## src/rtl/pif_pkg.sv

```systemverilog
// Purpose: shared constants and types for the peripheral request flag block
// Assumes: AHB-Lite register port, 32-bit data, one word per register
// Notes: register offsets are byte addresses
package pif_pkg;
    // Register byte offsets
    localparam logic [7:0] PIF_OFS_FLAGS1 = 8'h00;
    localparam logic [7:0] PIF_OFS_FLAGS2 = 8'h04;
    localparam logic [7:0] PIF_OFS_PWR = 8'h08;
    localparam logic [7:0] PIF_OFS_EN1 = 8'h0c;
    localparam logic [7:0] PIF_OFS_EN2 = 8'h10;
    localparam logic [7:0] PIF_OFS_CTRL = 8'h14;
    localparam logic [7:0] PIF_OFS_IST = 8'h18;
    localparam logic [7:0] PIF_OFS_IMASK = 8'h1c;
    // Request register one bit positions
    localparam int PIF_B_TIMER_ONE_COUNT = 0;
    localparam int PIF_B_TMR2 = 1;
    localparam int PIF_B_CCP = 2;
    localparam int PIF_B_SSP = 3;
    localparam int PIF_B_TXE = 4;
    localparam int PIF_B_RXF = 5;
    localparam int PIF_B_ADC = 6;
    // Request register two bit positions
    localparam int PIF_B_NVW = 4;
    localparam int PIF_B_CMP1 = 5;
    localparam int PIF_B_CMP2 = 6;
    localparam int PIF_B_OSF = 7;
    // Power register bit positions
    localparam int PIF_B_BOR = 0;
    localparam int PIF_B_POR = 1;
    localparam int PIF_B_SBOR = 4;
    localparam int PIF_B_ULPW = 5;
    // Control register bit position
    localparam int PIF_B_PERIPHERAL_IRQ_ENABLE = 0;
    // Software-clearable bits and reset values
    localparam logic [7:0] PIF_F1_SWMASK = 8'h4f;
    localparam logic [7:0] PIF_F2_SWMASK = 8'hf0;
    localparam logic [7:0] PIF_PWR_RST = 8'h10;
    localparam logic [7:0] PIF_PWR_WMASK = 8'h33;
    // Block event status bits: hardware flag, wrote to read-only bit
    localparam int PIF_NEV = 2;
    localparam int PIF_EV_REQ = 0;
    localparam int PIF_EV_ROW = 1;
    // AHB encodings
    localparam logic [1:0] PIF_HTRANS_NONSEQ = 2'h2;
    localparam logic [1:0] PIF_HTRANS_SEQ = 2'h3;
endpackage

```

## src/rtl/pif_reg_if.sv

```systemverilog
// Purpose: register access strobes between the bus slave and flag core
// Assumes: one clock, one access per cycle
// Notes: write data stands only in the cycle of wr
interface pif_reg_if;
    logic wr;
    logic rd;
    logic [7:0] addr;
    logic [7:0] wdata;
    logic [31:0] rdata;
    modport slave (output wr, output rd, output addr, output wdata, input rdata);
    modport core (input wr, input rd, input addr, input wdata, output rdata);
endinterface
```

## src/rtl/pif_ahb_slave.sv

```systemverilog
// Purpose: AHB-Lite slave turning transfers into register strobes
// Assumes: single word transfers, zero wait states
// Notes: always answers OKAY; read data comes from core registers
module pif_ahb_slave
    import pif_pkg::*;
(
    // Clock and reset
    input wire logic clk,
    input wire logic rst_n,
    // AHB-Lite
    input wire logic hsel,
    input wire logic [31:0] haddr,
    input wire logic [1:0] htrans,
    input wire logic hwrite,
    input wire logic hready,
    input wire logic [31:0] hwdata,
    output logic [31:0] hrdata,
    output logic hreadyout,
    output logic hresp,
    // Register strobes
    pif_reg_if.slave rif
);
    typedef struct packed {
        logic wpend;
        logic [7:0] waddr;
        logic [31:0] rdata;
    } pif_ahb_st_t;
    pif_ahb_st_t q, d;
    logic take;

    // Address phase accepted when selected and active
    assign take = hsel && hready && (htrans == PIF_HTRANS_NONSEQ || htrans == PIF_HTRANS_SEQ);

    // Reads strobe in the address phase so data stands in the data phase
    always_comb
    begin
        d = q;
        d.wpend = take && hwrite;
        if (take)
        begin
            d.waddr = haddr[7:0];
        end
        // Captured before a read-clear lands, so the cleared bits are still seen
        if (take && !hwrite)
        begin
            d.rdata = rif.rdata;
        end
    end

    always_ff @(posedge clk or negedge rst_n)
    begin
        if (!rst_n)
        begin
            q <= '0;
        end
        else
        begin
            q <= d;
        end
    end

    // Write commits in the data phase when hwdata stands
    assign rif.wr = q.wpend;
    assign rif.rd = take && !hwrite;
    assign rif.addr = q.wpend ? q.waddr : haddr[7:0];
    assign rif.wdata = hwdata[7:0];
    assign hrdata = q.rdata; // Stands from a flop through the data phase
    assign hreadyout = 1'b1;
    assign hresp = 1'b0;
endmodule

```

## src/rtl/pif_flags.sv

```systemverilog
// Contract
// Conversion done sets flag, software clears
// Receive flag follows buffer full, read-only
// Transmit flag follows buffer empty, read-only
// Sync serial completion sets sticky flag
// Capture or compare event sets flag
// Timer-two period match sets sticky flag
// Timer-one overflow sets bit zero
// Flags set regardless of enable bits
// Software clears flags before enabling interrupts
// Oscillator fail sets bit seven
// Comparator output changes set bits six, five
// Write completion sets bit four; rest zero
// Power-on reset clears power-on status bit
// Brown-out reset clears brown-out status bit
// Soft brown-out enable acts when field 01
// Wake-up enable bit drives wake-up function
// Peripheral enable gates every flag interrupt; irq still fires from the REQ status bit when imask allows it
// Request needs flag and enable; set wins
//
// Purpose: peripheral request flags, power/reset status and interrupt output
// Assumes: event inputs are one-cycle pulses on clk; levels come from pins
// Notes: rst_n is the power-on reset; brownout_reset is a separate pulse input
module pif_flags
    import pif_pkg::*;
(
    // Clock and power-on reset
    input wire logic clk,
    input wire logic rst_n,
    // AHB-Lite register port
    input wire logic hsel,
    input wire logic [31:0] haddr,
    input wire logic [1:0] htrans,
    input wire logic hwrite,
    input wire logic [2:0] hsize,
    input wire logic hready,
    input wire logic [31:0] hwdata,
    output logic [31:0] hrdata,
    output logic hreadyout,
    output logic hresp,
    // Peripheral events, one-cycle pulses
    input wire logic conv_done,
    input wire logic sync_serial_done,
    input wire logic capture_compare_event,
    input wire logic timer_two_match,
    input wire logic timer_one_overflow,
    input wire logic osc_fail,
    input wire logic nv_write_done,
    // Peripheral levels from outside the domain
    input wire logic serial_rx_full,
    input wire logic serial_tx_empty,
    input wire logic comparator_one_output,
    input wire logic comparator_two_output,
    // Reset sources and configuration
    input wire logic brownout_reset,
    input wire logic [1:0] config_brownout_field,
    // Data register access notices
    input wire logic serial_rx_data_reg_read,
    input wire logic serial_tx_data_reg_write,
    // Outputs
    output logic brownout_detect_enable,
    output logic low_power_wake_enable,
    output logic periph_irq,
    output logic irq
);
    pif_reg_if rif();

    typedef struct packed {
        logic [7:0] flags1;
        logic [7:0] flags2;
        logic [7:0] en1;
        logic [7:0] en2;
        logic [7:0] pwr;
        logic peripheral_irq_enable;
        logic [1:0] rx_s;
        logic [1:0] tx_s;
        logic [1:0] c1_s;
        logic [1:0] c2_s;
        logic c1_prev;
        logic c2_prev;
        logic sync_done;
        logic [PIF_NEV-1:0] ist;
        logic [PIF_NEV-1:0] imask;
        logic bor_en;
        logic ulpw;
        logic pirq;
        logic irq;
    } pif_st_t;
    pif_st_t q, d;
    logic [7:0] set1, set2, clr1, clr2;
    logic [31:0] rdata;

    // Sticky update: the hardware set wins over the software clear
    function automatic logic [7:0] sticky(input logic [7:0] cur, input logic [7:0] set,
                                          input logic [7:0] clr);
        sticky = (cur & ~clr) | set;
    endfunction

    // Register read mux, reserved bits read as zero
    function automatic logic [31:0] rd_mux(input logic [7:0] a, input pif_st_t s,
                                           input logic [7:0] f1);
        rd_mux = '0;
        case (a)
            PIF_OFS_FLAGS1: rd_mux[7:0] = f1;
            PIF_OFS_FLAGS2: rd_mux[7:0] = s.flags2;
            PIF_OFS_PWR: rd_mux[7:0] = s.pwr;
            PIF_OFS_EN1: rd_mux[7:0] = s.en1;
            PIF_OFS_EN2: rd_mux[7:0] = s.en2;
            PIF_OFS_CTRL: rd_mux[PIF_B_PERIPHERAL_IRQ_ENABLE] = s.peripheral_irq_enable;
            PIF_OFS_IST: rd_mux[PIF_NEV-1:0] = s.ist;
            PIF_OFS_IMASK: rd_mux[PIF_NEV-1:0] = s.imask;
            default: rd_mux = '0;
        endcase
    endfunction

    pif_ahb_slave u_bus (
        .clk(clk),
        .rst_n(rst_n),
        .hsel(hsel),
        .haddr(haddr),
        .htrans(htrans),
        .hwrite(hwrite),
        .hready(hready),
        .hwdata(hwdata),
        .hrdata(hrdata),
        .hreadyout(hreadyout),
        .hresp(hresp),
        .rif(rif.slave)
    );

    // Event set vectors; enables play no part here
    always_comb
    begin
        set1 = '0;
        set2 = '0;
        // enable-independent setting
        // conversion done
        set1[PIF_B_ADC] = conv_done;
        // sync serial completion
        set1[PIF_B_SSP] = sync_serial_done;
        // capture or compare hit
        set1[PIF_B_CCP] = capture_compare_event;
        // period match
        set1[PIF_B_TMR2] = timer_two_match;
        // count overflow
        set1[PIF_B_TIMER_ONE_COUNT] = timer_one_overflow;
        // oscillator failure
        set2[PIF_B_OSF] = osc_fail;
        // comparator output edges, synchronised copies only
        set2[PIF_B_CMP2] = q.c2_s[1] ^ q.c2_prev;
        set2[PIF_B_CMP1] = q.c1_s[1] ^ q.c1_prev;
        // write completion
        set2[PIF_B_NVW] = nv_write_done;
    end

    // Software writes of zero clear sticky flags; ones are ignored
    assign clr1 = (rif.wr && rif.addr == PIF_OFS_FLAGS1) ? (~rif.wdata & PIF_F1_SWMASK) : 8'h00;
    assign clr2 = (rif.wr && rif.addr == PIF_OFS_FLAGS2) ? (~rif.wdata & PIF_F2_SWMASK) : 8'h00;

    // Read data; the interrupt status read clears its bits
    assign rdata = rd_mux(rif.addr, q, q.flags1);
    assign rif.rdata = q.sync_done ? rdata : rdata;

    always_comb
    begin
        d = q;
        // Level inputs cross through two flops before any use
        d.rx_s = {q.rx_s[0], serial_rx_full};
        d.tx_s = {q.tx_s[0], serial_tx_empty};
        d.c1_s = {q.c1_s[0], comparator_one_output};
        d.c2_s = {q.c2_s[0], comparator_two_output};
        d.c1_prev = q.c1_s[1];
        d.c2_prev = q.c2_s[1];
        d.sync_done = 1'b1;
        d.flags1 = sticky(q.flags1, set1, clr1);
        // receive flag mirrors buffer state
        d.flags1[PIF_B_RXF] = q.rx_s[1] && !serial_rx_data_reg_read;
        // transmit flag mirrors buffer state
        d.flags1[PIF_B_TXE] = q.tx_s[1] && !serial_tx_data_reg_write;
        d.flags1[7] = 1'b0;
        // unimplemented bits stay zero
        d.flags2 = sticky(q.flags2, set2, clr2) & PIF_F2_SWMASK;
        if (!q.sync_done)
        begin
            // Comparator history is not valid until the synchroniser fills
            d.flags2[PIF_B_CMP2] = 1'b0;
            d.flags2[PIF_B_CMP1] = 1'b0;
        end
        if (rif.wr)
        begin
            case (rif.addr)
                PIF_OFS_EN1: d.en1 = rif.wdata & 8'h7f;
                PIF_OFS_EN2: d.en2 = rif.wdata & PIF_F2_SWMASK;
                PIF_OFS_PWR: d.pwr = rif.wdata & PIF_PWR_WMASK;
                PIF_OFS_CTRL: d.peripheral_irq_enable = rif.wdata[PIF_B_PERIPHERAL_IRQ_ENABLE];
                PIF_OFS_IMASK: d.imask = rif.wdata[PIF_NEV-1:0];
                default: d.pwr = d.pwr;
            endcase
        end
        // brown-out reset clears its status bit
        if (brownout_reset)
        begin
            d.pwr[PIF_B_BOR] = 1'b0;
        end
        // software enable only with field 01
        d.bor_en = (config_brownout_field == 2'h1) ? q.pwr[PIF_B_SBOR]
                                                 : config_brownout_field[1];
        // wake-up enable follows its bit
        d.ulpw = q.pwr[PIF_B_ULPW];
        // Block status: read clears, a new event in the same cycle wins
        if (rif.rd && rif.addr == PIF_OFS_IST)
        begin
            d.ist = '0;
        end
        d.ist[PIF_EV_REQ] = d.ist[PIF_EV_REQ] || (|set1) || (|set2);
        d.ist[PIF_EV_ROW] = d.ist[PIF_EV_ROW]
                            || (rif.wr && rif.addr == PIF_OFS_FLAGS1 && rif.wdata[5:4] != 2'h0);
        // request needs flag and enable
        // peripheral enable gates pirq; irq still fires from the REQ status bit when imask allows it
        d.pirq = q.peripheral_irq_enable && (|(q.flags1 & q.en1) || |(q.flags2 & q.en2));
        d.irq = |(q.ist & q.imask) || q.pirq;
    end

    // power-on reset clears the power-on status bit
    always_ff @(posedge clk or negedge rst_n)
    begin
        if (!rst_n)
        begin
            q <= '0;
            q.pwr <= PIF_PWR_RST;
        end
        else
        begin
            q <= d;
        end
    end

    assign brownout_detect_enable = q.bor_en;
    assign low_power_wake_enable = q.ulpw;
    assign periph_irq = q.pirq;
    assign irq = q.irq;
endmodule

```

## config.mk

```make
export PLATFORM = sky130hd
export DESIGN_NAME = pif_flags
export DESIGN_NICKNAME = d
export VERILOG_FILES = /design/src/rtl/pif_pkg.sv /design/src/rtl/pif_reg_if.sv /design/src/rtl/pif_ahb_slave.sv /design/src/rtl/pif_flags.sv
export SDC_FILE = /design/constraint.sdc
export NUM_CORES = 1
export LEC_CHECK = 0
export ABC_AREA = 1
export CAP_MARGIN = 20
export CORE_MARGIN = 3
export CORE_UTILIZATION = 50
export DETAILED_ROUTE_END_ITERATION = 10
export DONT_BUFFER_PORTS = 1
export MAX_ROUTING_LAYER = met4
export PLACE_DENSITY_LB_ADDON = 0.25
export SLEW_MARGIN = 20
export SYNTH_ARGS = -nofsm -noshare
export SYNTH_HDL_FRONTEND = slang
export SYNTH_HIERARCHICAL = 1
export SYNTH_SLANG_ARGS = --single-unit
```

## constraint.sdc

```tcl
create_clock -name clk -period 2.5 [get_ports clk]
set_input_delay 0.125 -clock clk [delete_from_list [all_inputs] [get_ports clk]]
set_output_delay 0.125 -clock clk [all_outputs]
set_load 0.02 [all_outputs]
```

Yosys cells after proc, flatten, opt, wreduce, memory -nomap -nowiden
Cells that the tools add are included.

word-level totals
  register bits = 63
  input bits = 90
  output and inout bits = 38
  word-level logic and storage cells = 93

operators by class
  equal/unequal tests = 10
  mux-type cells = 13
  bitwise logic cells = 12
  reduce and logical (&&, ||, !) cells = 35

operators with widths
  operator                                       number
  == test 8 x 5 -> 1 bit, second input constant  4
  one-hot mux 6 bit (5 select lines)             1
  bitwise AND 8 bit                              2
  == test 8 x 4 -> 1 bit, second input constant  2
  two-way mux 8 bit                              2
  NOT 8 bit                                      2
  OR reduction 8 bit                             2
  bitwise AND 7 bit                              2
  AND reduction 2 bit                            6
  logical AND 1 bit                              11
  == test 8 x 3 -> 1 bit, second input constant  1
  zero test 8 bit                                1
  bitwise OR 8 bit                               1
  two-way mux 7 bit                              1
  NOT 7 bit                                      1
  bitwise OR 7 bit                               1
  logical OR 1 bit                               6
  two-way mux 2 bit                              3
  one-hot mux 1 bit (6 select lines)             1
  nonzero test 2 bit                             3
  one-hot mux 1 bit (5 select lines)             1
  OR reduction 5 bit                             1
  == test 2 bit, second input constant           2
  two-way mux 1 bit                              4
  6 further kinds                                9

Longest topological paths before layout
Gate-level depths: netlist (run 1).

  word-level depth = 8
  mapped depth = 13

Hierarchy
Netlist (run 1), hierarchy kept.

modules (own cells, without submodules)
  module         times used  cells an instance  area each (sq um)
  pif_flags      1           240                2105.8
  pif_ahb_slave  1           240                2009.4

Worst setup path after synthesis (run 1)
No wires, ideal clock.

  path kind = reg-to-reg
  from = register u_bus.q, in the netlist u_bus/rif.wr
  to = register q[41] (netlist bit)
  arrival time = 1720 ps
  slack = 662 ps
  cell stages (with the launch flop) = 10
  clock period less this slack = 1838 ps
  path through = dfrtp_1 > clkbuf_1 > nand2_1 > o21ai_0 > nand3_2 > nor2_8 > nand2_4 > buf_6 > nand2_1 > o21ai_2

on the way
  word-level cells in the longest chain between the ends = 3

RTL lines
  element                               line                 RTL
  start: declaration                    pif_ahb_slave.sv:28  pif_ahb_st_t q, d;
  start signal: assignment              pif_ahb_slave.sv:54  q <= '0;
  start signal: assignment              pif_ahb_slave.sv:58  q <= d;
  two-way mux 8 bit                     pif_ahb_slave.sv:65  assign rif.addr = q.wpend ? q.waddr : haddr[7:0];
  via rif.addr[3]                       pif_reg_if.sv:7      logic [7:0] addr;
  == test 8 x 4 -> 1 bit                pif_flags.sv:191     case (rif.addr)
  AND reduction 2 bit (no source line)  -
  end: declaration                      pif_flags.sv:89      pif_st_t q, d;

The timed path passes the listed nets, and every way through them passes these cells.
A chain may end at the register's enable or synchronous reset.

==> results of run 1 <==
==> synthesized netlist by cell type <==
cell / instances
nand2_1: 165
o21bai_1: 2
o21ai_1: 5
xnor2_1: 2
dfrtp_1: 86
buf_4: 42
o21ai_2: 5
inv_1: 34
dfstp_2: 1
a22o_1: 3
clkinv_1: 1
nand2_2: 3
nor2_4: 5
buf_6: 1
o21ai_0: 28
a21o_1: 1
nand3_1: 43
nor3_1: 1
nand4_1: 5
nand3b_1: 1
nor2_8: 1
a221o_1: 1
a21oi_1: 4
clkbuf_1: 5
conb_1: 4
nor2_1: 15
nand3_2: 3
inv_2: 1
buf_2: 7
nand2_4: 2
nor2_2: 3
==> worst max path at each step <==
stage	depth (start not counted)	to	slack (ns)	startpoint
6_report	9	q[48]	0.20	u_bus/rif.wr
5_1_grt	9	q[51]	0.01	u_bus/rif.wr
4_1_cts	9	q[51]	0.02	u_bus/rif.wr
3_5_place_dp	10	u_bus/hrdata[1]	0.49	u_bus/rif.wr
3_3_place_gp	10	u_bus/hrdata[0]	0.55	u_bus/rif.wr
2_1_floorplan	9	q[41]	0.66	u_bus/rif.wr
==> registers in the layout (all words and copies together) (netlist names) <==
signal,flops
irq,1
u_bus/q,8
d,7
low_power_wake_enable,1
brownout_detect_enable,1
u_bus/rif.wr,1
periph_irq,1
q,35
u_bus/hrdata,32
==> through the flow <==
step                setup WS (ns)  std cells  area, sq um
floorplan                  0.6617        503         4202
global placement           0.5498        554         3979
detailed placement         0.4895        554         3979
CTS                       0.02010        606         4544
global route              0.01091        607         4557
finish                     0.1956        607         4557
==> cells in the final DEF (no fill, tap or decap), types with 5 or more instances in the layout <==
master	instances
buf_4	5
clkbuf_8	9
conb_1	27
dfrtp_1	85
dlygate4sd3_1	35
inv_1	34
nand2_1	165
nand3_1	43
nand4_1	5
nor2_1	15
nor2_4	5
o21ai_0	26
o21ai_1	6
o21ai_2	6
==> report_power, final <==
part	total, mW	internal (mW)	switching, mW
combinational	0.258	0.102	0.156
clock	0.938	0.384	0.554
sequential	1.69	1.52	0.170
total	2.88	2.00	0.880
==> repair_timing <==
action	4_1_cts	5_1_grt
hold endpoints to repair	126	0
setup buffers	0	1
endpoints found under the setup margin	0	2
gates resized for setup	0	4
hold buffers	36	0
==> layer usage <==
metal,track usage (%),vias up,wire length [um]
met3,5.119,10,522
met4,7.451,0,126
li1,-,1489,-
met5,-,-,0
met2,28.03,85,3725
met1,24.56,1309,3784
==> cells by family (layout without fill, tap and decap cells) <==
kind of cell,Yosys count,count (layout),synth area share (%)
compound gates,49,49,6.993
simple gates,247,247,26.76
buf+inv,91,93,12.53
flops,87,87,52.93
xor+xnor,2,2,0.4257
other cells,4,27,0.3647
==> final cells by class <==
type                       instances  area, sq um  area share [%]
sequential                        87         2180           47.83
timing repair buffer              41        415.4           9.116
multi-input combinational        325         1511           33.17
clock buffer                       9        123.9           2.718
clock inverter                     7        63.81           1.400
tap                              102        127.6           2.801
inverter                          36        135.1           2.965
==> results.py, run 1 <==
metrics = {
    "logic_synthesis": {
        "mappedNetlistArea_sq_mm": 0.004115,
        "synth.area.top_cells": "dfrtp_1, nand2_1, buf_4",
        "synth.ff_latch_count": 87,
        "netlist_instances": 480,
        "post_synth.cell_area_avg_sq_um": 8.573,
        "share_of_synthesized_area_occupied_by_flip_flops_and_latches_pct": 52.93,
        "yosys_warnings": 6,
        "netlist-cell-type-count": 31,
        "synth.largest_area_cell": "dfrtp_1",
        "synth_largest_type_area_fraction_pct": 52.30,
    },
    "setup_path": {
        "critical_path.slowest_cell": "dlygate4sd3_1",
        "worst-path-buf-inv": 1,
        "critical_path.reg2reg.startpoint": "u_bus/rif.wr",
        "path_common_cell": "nand2_1",
        "arrival_ns": 2.55,
        "worstReg2RegEnd": "q[48]",
        "timing.critical_path.to_type": "register",
        "timing.critical_path.max_delay_family": "simple AND/OR/NAND/NOR gates",
        "crit_path_max_fo": 17,
        "critical-path-max-stage-delay_ns": 0.56,
        "startpoint_type": "register",
        "reg2reg_slack_ns": 0.20,
        "rr_worst_depth": 9,
        "worstPathCellList": "nand2_1, o21ai_0, nor2_4, nand2_1, nor2_4, nand2_1, o21ai_0, nand2_1, dlygate4sd3_1",
        "timing_worst_setup_path_type": "register to register",
        "worst_ep_required_time_ns": 2.75,
    },
    "final_layout": {
        "layout-drive-gt1-share_pct": 9.505,
        "post-route-util_pct": 58.07,
        "p_r_area_growth_vs_syn_pct": 10.73,
        "design.final.nets": 590,
        "n_antenna_cell": 0,
        "fillers": 712,
    },
    "power": {
        "max-vdd-ir-drop_mv": 0.3045,
        "report.power.total_mw": 2.884,
        "power.static_leakage_nw": 2.330,
        "cellPowerDensity_mw_per_mm2": 633.0,
    },
    "floorplanning": {
        "boundaryPins": 128,
        "fp.coreArea_sq_mm": 0.007848,
        "die_width_um": 96.72,
        "die-area_sq_mm": 0.009355,
        "die_height_um": 96.72,
        "rows": 32,
        "initial_util_pct": 52.44,
    },
    "route": {
        "routed_via_density": 4.766,
        "wl_per_cell_um": 13.44,
        "violation_count_after_the_first_detailed_route_iteration": 131,
        "postRouteAntennaNets": 0,
        "drtPass1Iterations": 4,
        "vias": 2893,
        "drc": 0,
        "routed_wirelength_um": 8159,
    },
    "placement": {
        "routability_congestion_estimate_from_global_placement": 0.8453,
        "dpl.hpwl_um": 5504,
        "port_buffers": 0,
    },
    "timing": {
        "max_slew.worst_pin.slew_ns": 0.5025,
        "fmax_mhz": 433.9,
        "finalMaxSlewViolations": 0,
        "rsz0062_at_grt": "no",
        "final.setup_skew_ns": 0.008857,
        "worst_slew_margin_pct": 66.40,
        "fin_hold_ws_ns": 0.08838,
        "layout_min_cycle_time_ns": 2.304,
        "hold_viol_final": 0,
        "setup_viol_count_final": 0,
        "setup-tns-final_ns": 0,
        "final_min_period_over_clock_period_pct": 92.18,
    },
    "clock_tree": {
        "cts_max_path_buffers": 2,
        "cts_tree": "yes",
        "cts_sinks": 87,
        "cts-htree-levels": 3,
        "cts_buffers": 9,
        "cts.clk_slew.worst_paths_ns": 0.10,
        "clk-insertion-delay-late_ns": 0.35,
        "root_buffer": "clkbuf_8",
    },
    "run": {
        "max-cap-violations": 0,
    },
    "grt": {
        "antenna_found_initial": 0,
        "first_global_vias": 2889,
        "grt_overflow_total": 0,
        "globalRouteTotalUtil_pct": 18.81,
        "global_route_wire_length_before_repair_um": 13870,
        "grt_max_degree": 88,
    },
    "worst_hold_path": {
        "timing.hold.worst_endpoint": "u_bus/rif.wr",
        "whs_path_depth": 2,
        "hold_path.startpoint": "hready",
        "hp-class": "input port to register",
    },
    "run_status": {
        "status": "complete, no violations",
    },
}
Note: power is estimated with default switching activity, not from simulation.
==> inputs of run 2 (changes only) <==
CTS_BUF_LIST = sky130_fd_sc_hd__clkbuf_16   (was default)
==> results.py, run 2 (synthesis results as in run 1) <==
metrics = {
    "run_status": {
        "status": "complete, no violations",
    },
    "final_layout": {
        "largest_register": "q",
        "sequential_cell_area_sq_mm": 0.002178,
        "multi_input_comb_area_sq_mm": 0.001508,
        "layout-drive-gt1-share_pct": 8.964,
        "p_r_area_growth_vs_syn_pct": 12.41,
        "n_antenna_cell": 0,
        "largest_reg_flops": 35,
        "fillers": 708,
        "design.final.nets": 587,
        "most_frequent_cells_in_the_layout": "nand2_1, dfrtp_1, nand3_1, inv_1, dlygate4sd3_1",
        "mostFrequentLayoutCell": "nand2_1",
    },
    "setup_path": {
        "arrival_ns": 2.28,
        "critical_path.reg2reg.startpoint": "u_bus/rif.wr",
        "worst_ep_required_time_ns": 2.77,
        "worstPathCellList": "o21ai_0, nand3_2, nor2_1, nand2_1, nand2_1, nor2_1, nand2_1, nand3_1, nand2_1",
        "worstReg2RegEnd": "u_bus/hrdata[1]",
        "critical_path.slowest_cell": "dfrtp_1",
        "timing_worst_setup_path_type": "register to register",
        "worst-path-buf-inv": 0,
        "rr_worst_depth": 9,
        "reg2reg_slack_ns": 0.48,
        "crit_path_max_fo": 18,
        "timing.critical_path.max_delay_family": "simple AND/OR/NAND/NOR gates",
        "path_common_cell": "nand2_1",
        "startpoint_type": "register",
        "timing.critical_path.to_type": "register",
        "critical-path-max-stage-delay_ns": 0.55,
    },
    "timing": {
        "fmax_mhz": 495.8,
        "finalMaxSlewViolations": 0,
        "hold_viol_final": 0,
        "setup-tns-final_ns": 0,
        "final_min_period_over_clock_period_pct": 80.68,
        "final.setup_skew_ns": 0.004645,
        "rsz0062_at_grt": "no",
        "worst_slew_margin_pct": 63.79,
        "layout_min_cycle_time_ns": 2.017,
        "setup_viol_count_final": 0,
        "max_slew.worst_pin.slew_ns": 0.5375,
    },
    "clock_tree": {
        "cts.clk_slew.worst_paths_ns": 0.07,
        "clk-insertion-delay-late_ns": 0.33,
        "cts-htree-levels": 3,
        "cts_tree": "yes",
        "cts_max_path_buffers": 2,
        "cts_buffers": 9,
        "cts_sinks": 87,
        "root_buffer": "clkbuf_16",
    },
    "worst_hold_path": {
        "whs_path_depth": 2,
        "hold_path.startpoint": "hwdata[0]",
        "timing.hold.worst_endpoint": "q[36]",
        "hp-class": "input port to register",
    },
    "route": {
        "routed_via_density": 4.828,
        "wl_per_cell_um": 13.64,
        "postRouteAntennaNets": 0,
        "drtPass1Iterations": 4,
        "vias": 2916,
        "routed_wirelength_um": 8239,
        "drc": 0,
        "violation_count_after_the_first_detailed_route_iteration": 126,
    },
    "power": {
        "report.power.total_mw": 3.236,
        "power.static_leakage_nw": 2.368,
        "max-vdd-ir-drop_mv": 0.4309,
        "cellPowerDensity_mw_per_mm2": 699.6,
    },
    "placement": {
        "port_buffers": 0,
        "dpl.hpwl_um": 5504,
        "routability_congestion_estimate_from_global_placement": 0.8453,
    },
    "floorplanning": {
        "rows": 32,
        "die_height_um": 96.72,
        "die_width_um": 96.72,
        "fp.coreArea_sq_mm": 0.007848,
        "die-area_sq_mm": 0.009355,
        "initial_util_pct": 52.44,
        "boundaryPins": 128,
    },
    "grt": {
        "antenna_found_initial": 0,
        "first_global_vias": 2915,
        "grt_overflow_total": 0,
        "global_route_wire_length_before_repair_um": 13970,
        "globalRouteTotalUtil_pct": 18.71,
        "grt_max_degree": 88,
    },
    "run": {
        "max-cap-violations": 0,
    },
}
[run 2: cell count changes in the layout (fill, tap and decap cells not counted), sizes merged]
| cell | delta |
|---|---|
| dlygate4sd3 | -2 |
| buf | -1 |
[run 2: stage by stage]
step,util [%],hold WS (ns),worst slack [ns],instances,area [sq um]
2_1_floorplan,-,-0.1706,0.6617,503,4202
3_3_place_gp,50.70,-0.1684,0.5498,554,3979
3_5_place_dp,50.70,-0.1686,0.4895,554,3979
4_1_cts,58.94,0.004054,0.4923,604,4626
5_1_grt,58.94,0.008375,0.2394,604,4626
6_report,58.94,0.005021,0.4831,604,4626
[run 2: how the worst max path moves through the flow]
stage | slack, ns | to | startpoint | depth (start not counted)
floorplan | 0.66 | q[41] | u_bus/rif.wr | 9
global placement | 0.55 | u_bus/hrdata[0] | u_bus/rif.wr | 10
detailed placement | 0.49 | u_bus/hrdata[1] | u_bus/rif.wr | 10
CTS | 0.49 | u_bus/hrdata[1] | u_bus/rif.wr | 10
global route | 0.24 | q[51] | u_bus/rif.wr | 8
finish | 0.48 | u_bus/hrdata[1] | u_bus/rif.wr | 9
[run 2: report_power, final]
group,total [mW],switching (mW),internal (mW)
registers,1.69,0.170,1.52
clock network,1.29,0.593,0.696
logic,0.256,0.155,0.101
total,3.24,0.919,2.32
[run 2: layer usage]
layer	GRT usage [%]	vias to the layer above	wire length (um)
met5	-	-	0
met4	5.508	0	108
met3	4.831	10	552
met2	28.66	90	3842
met1	24.73	1327	3734
li1	-	1489	-
[run 2: cell type report]
| class | count | share of cell area (%) |
|---|---|---|
| multi-input combinational | 325 | 32.59 |
| sequential | 87 | 47.09 |
| tap | 102 | 2.759 |
| timing repair buffer | 38 | 8.385 |
| clock buffer | 9 | 4.869 |
| inverter | 36 | 2.921 |
| clock inverter | 7 | 1.379 |
[run 2: what timing repair did]
| item | 4_1_cts | 5_1_grt |
|---|---|---|
| setup endpoints to repair | 0 | 0 |
| buffers inserted | 0 | 0 |
| hold buffers | 34 | 0 |
| gates resized for setup | 0 | 0 |
| hold endpoints to repair | 118 | 0 |
[run 2: worst reg2reg max path, cell delays in order (launching register included)]
cell and delay, ns:
dfrtp_1 0.55, o21ai_0 0.53, nand3_2 0.22, nor2_1 0.21
nand2_1 0.08, nand2_1 0.08, nor2_1 0.05, nand2_1 0.08
nand3_1 0.09, nand2_1 0.08
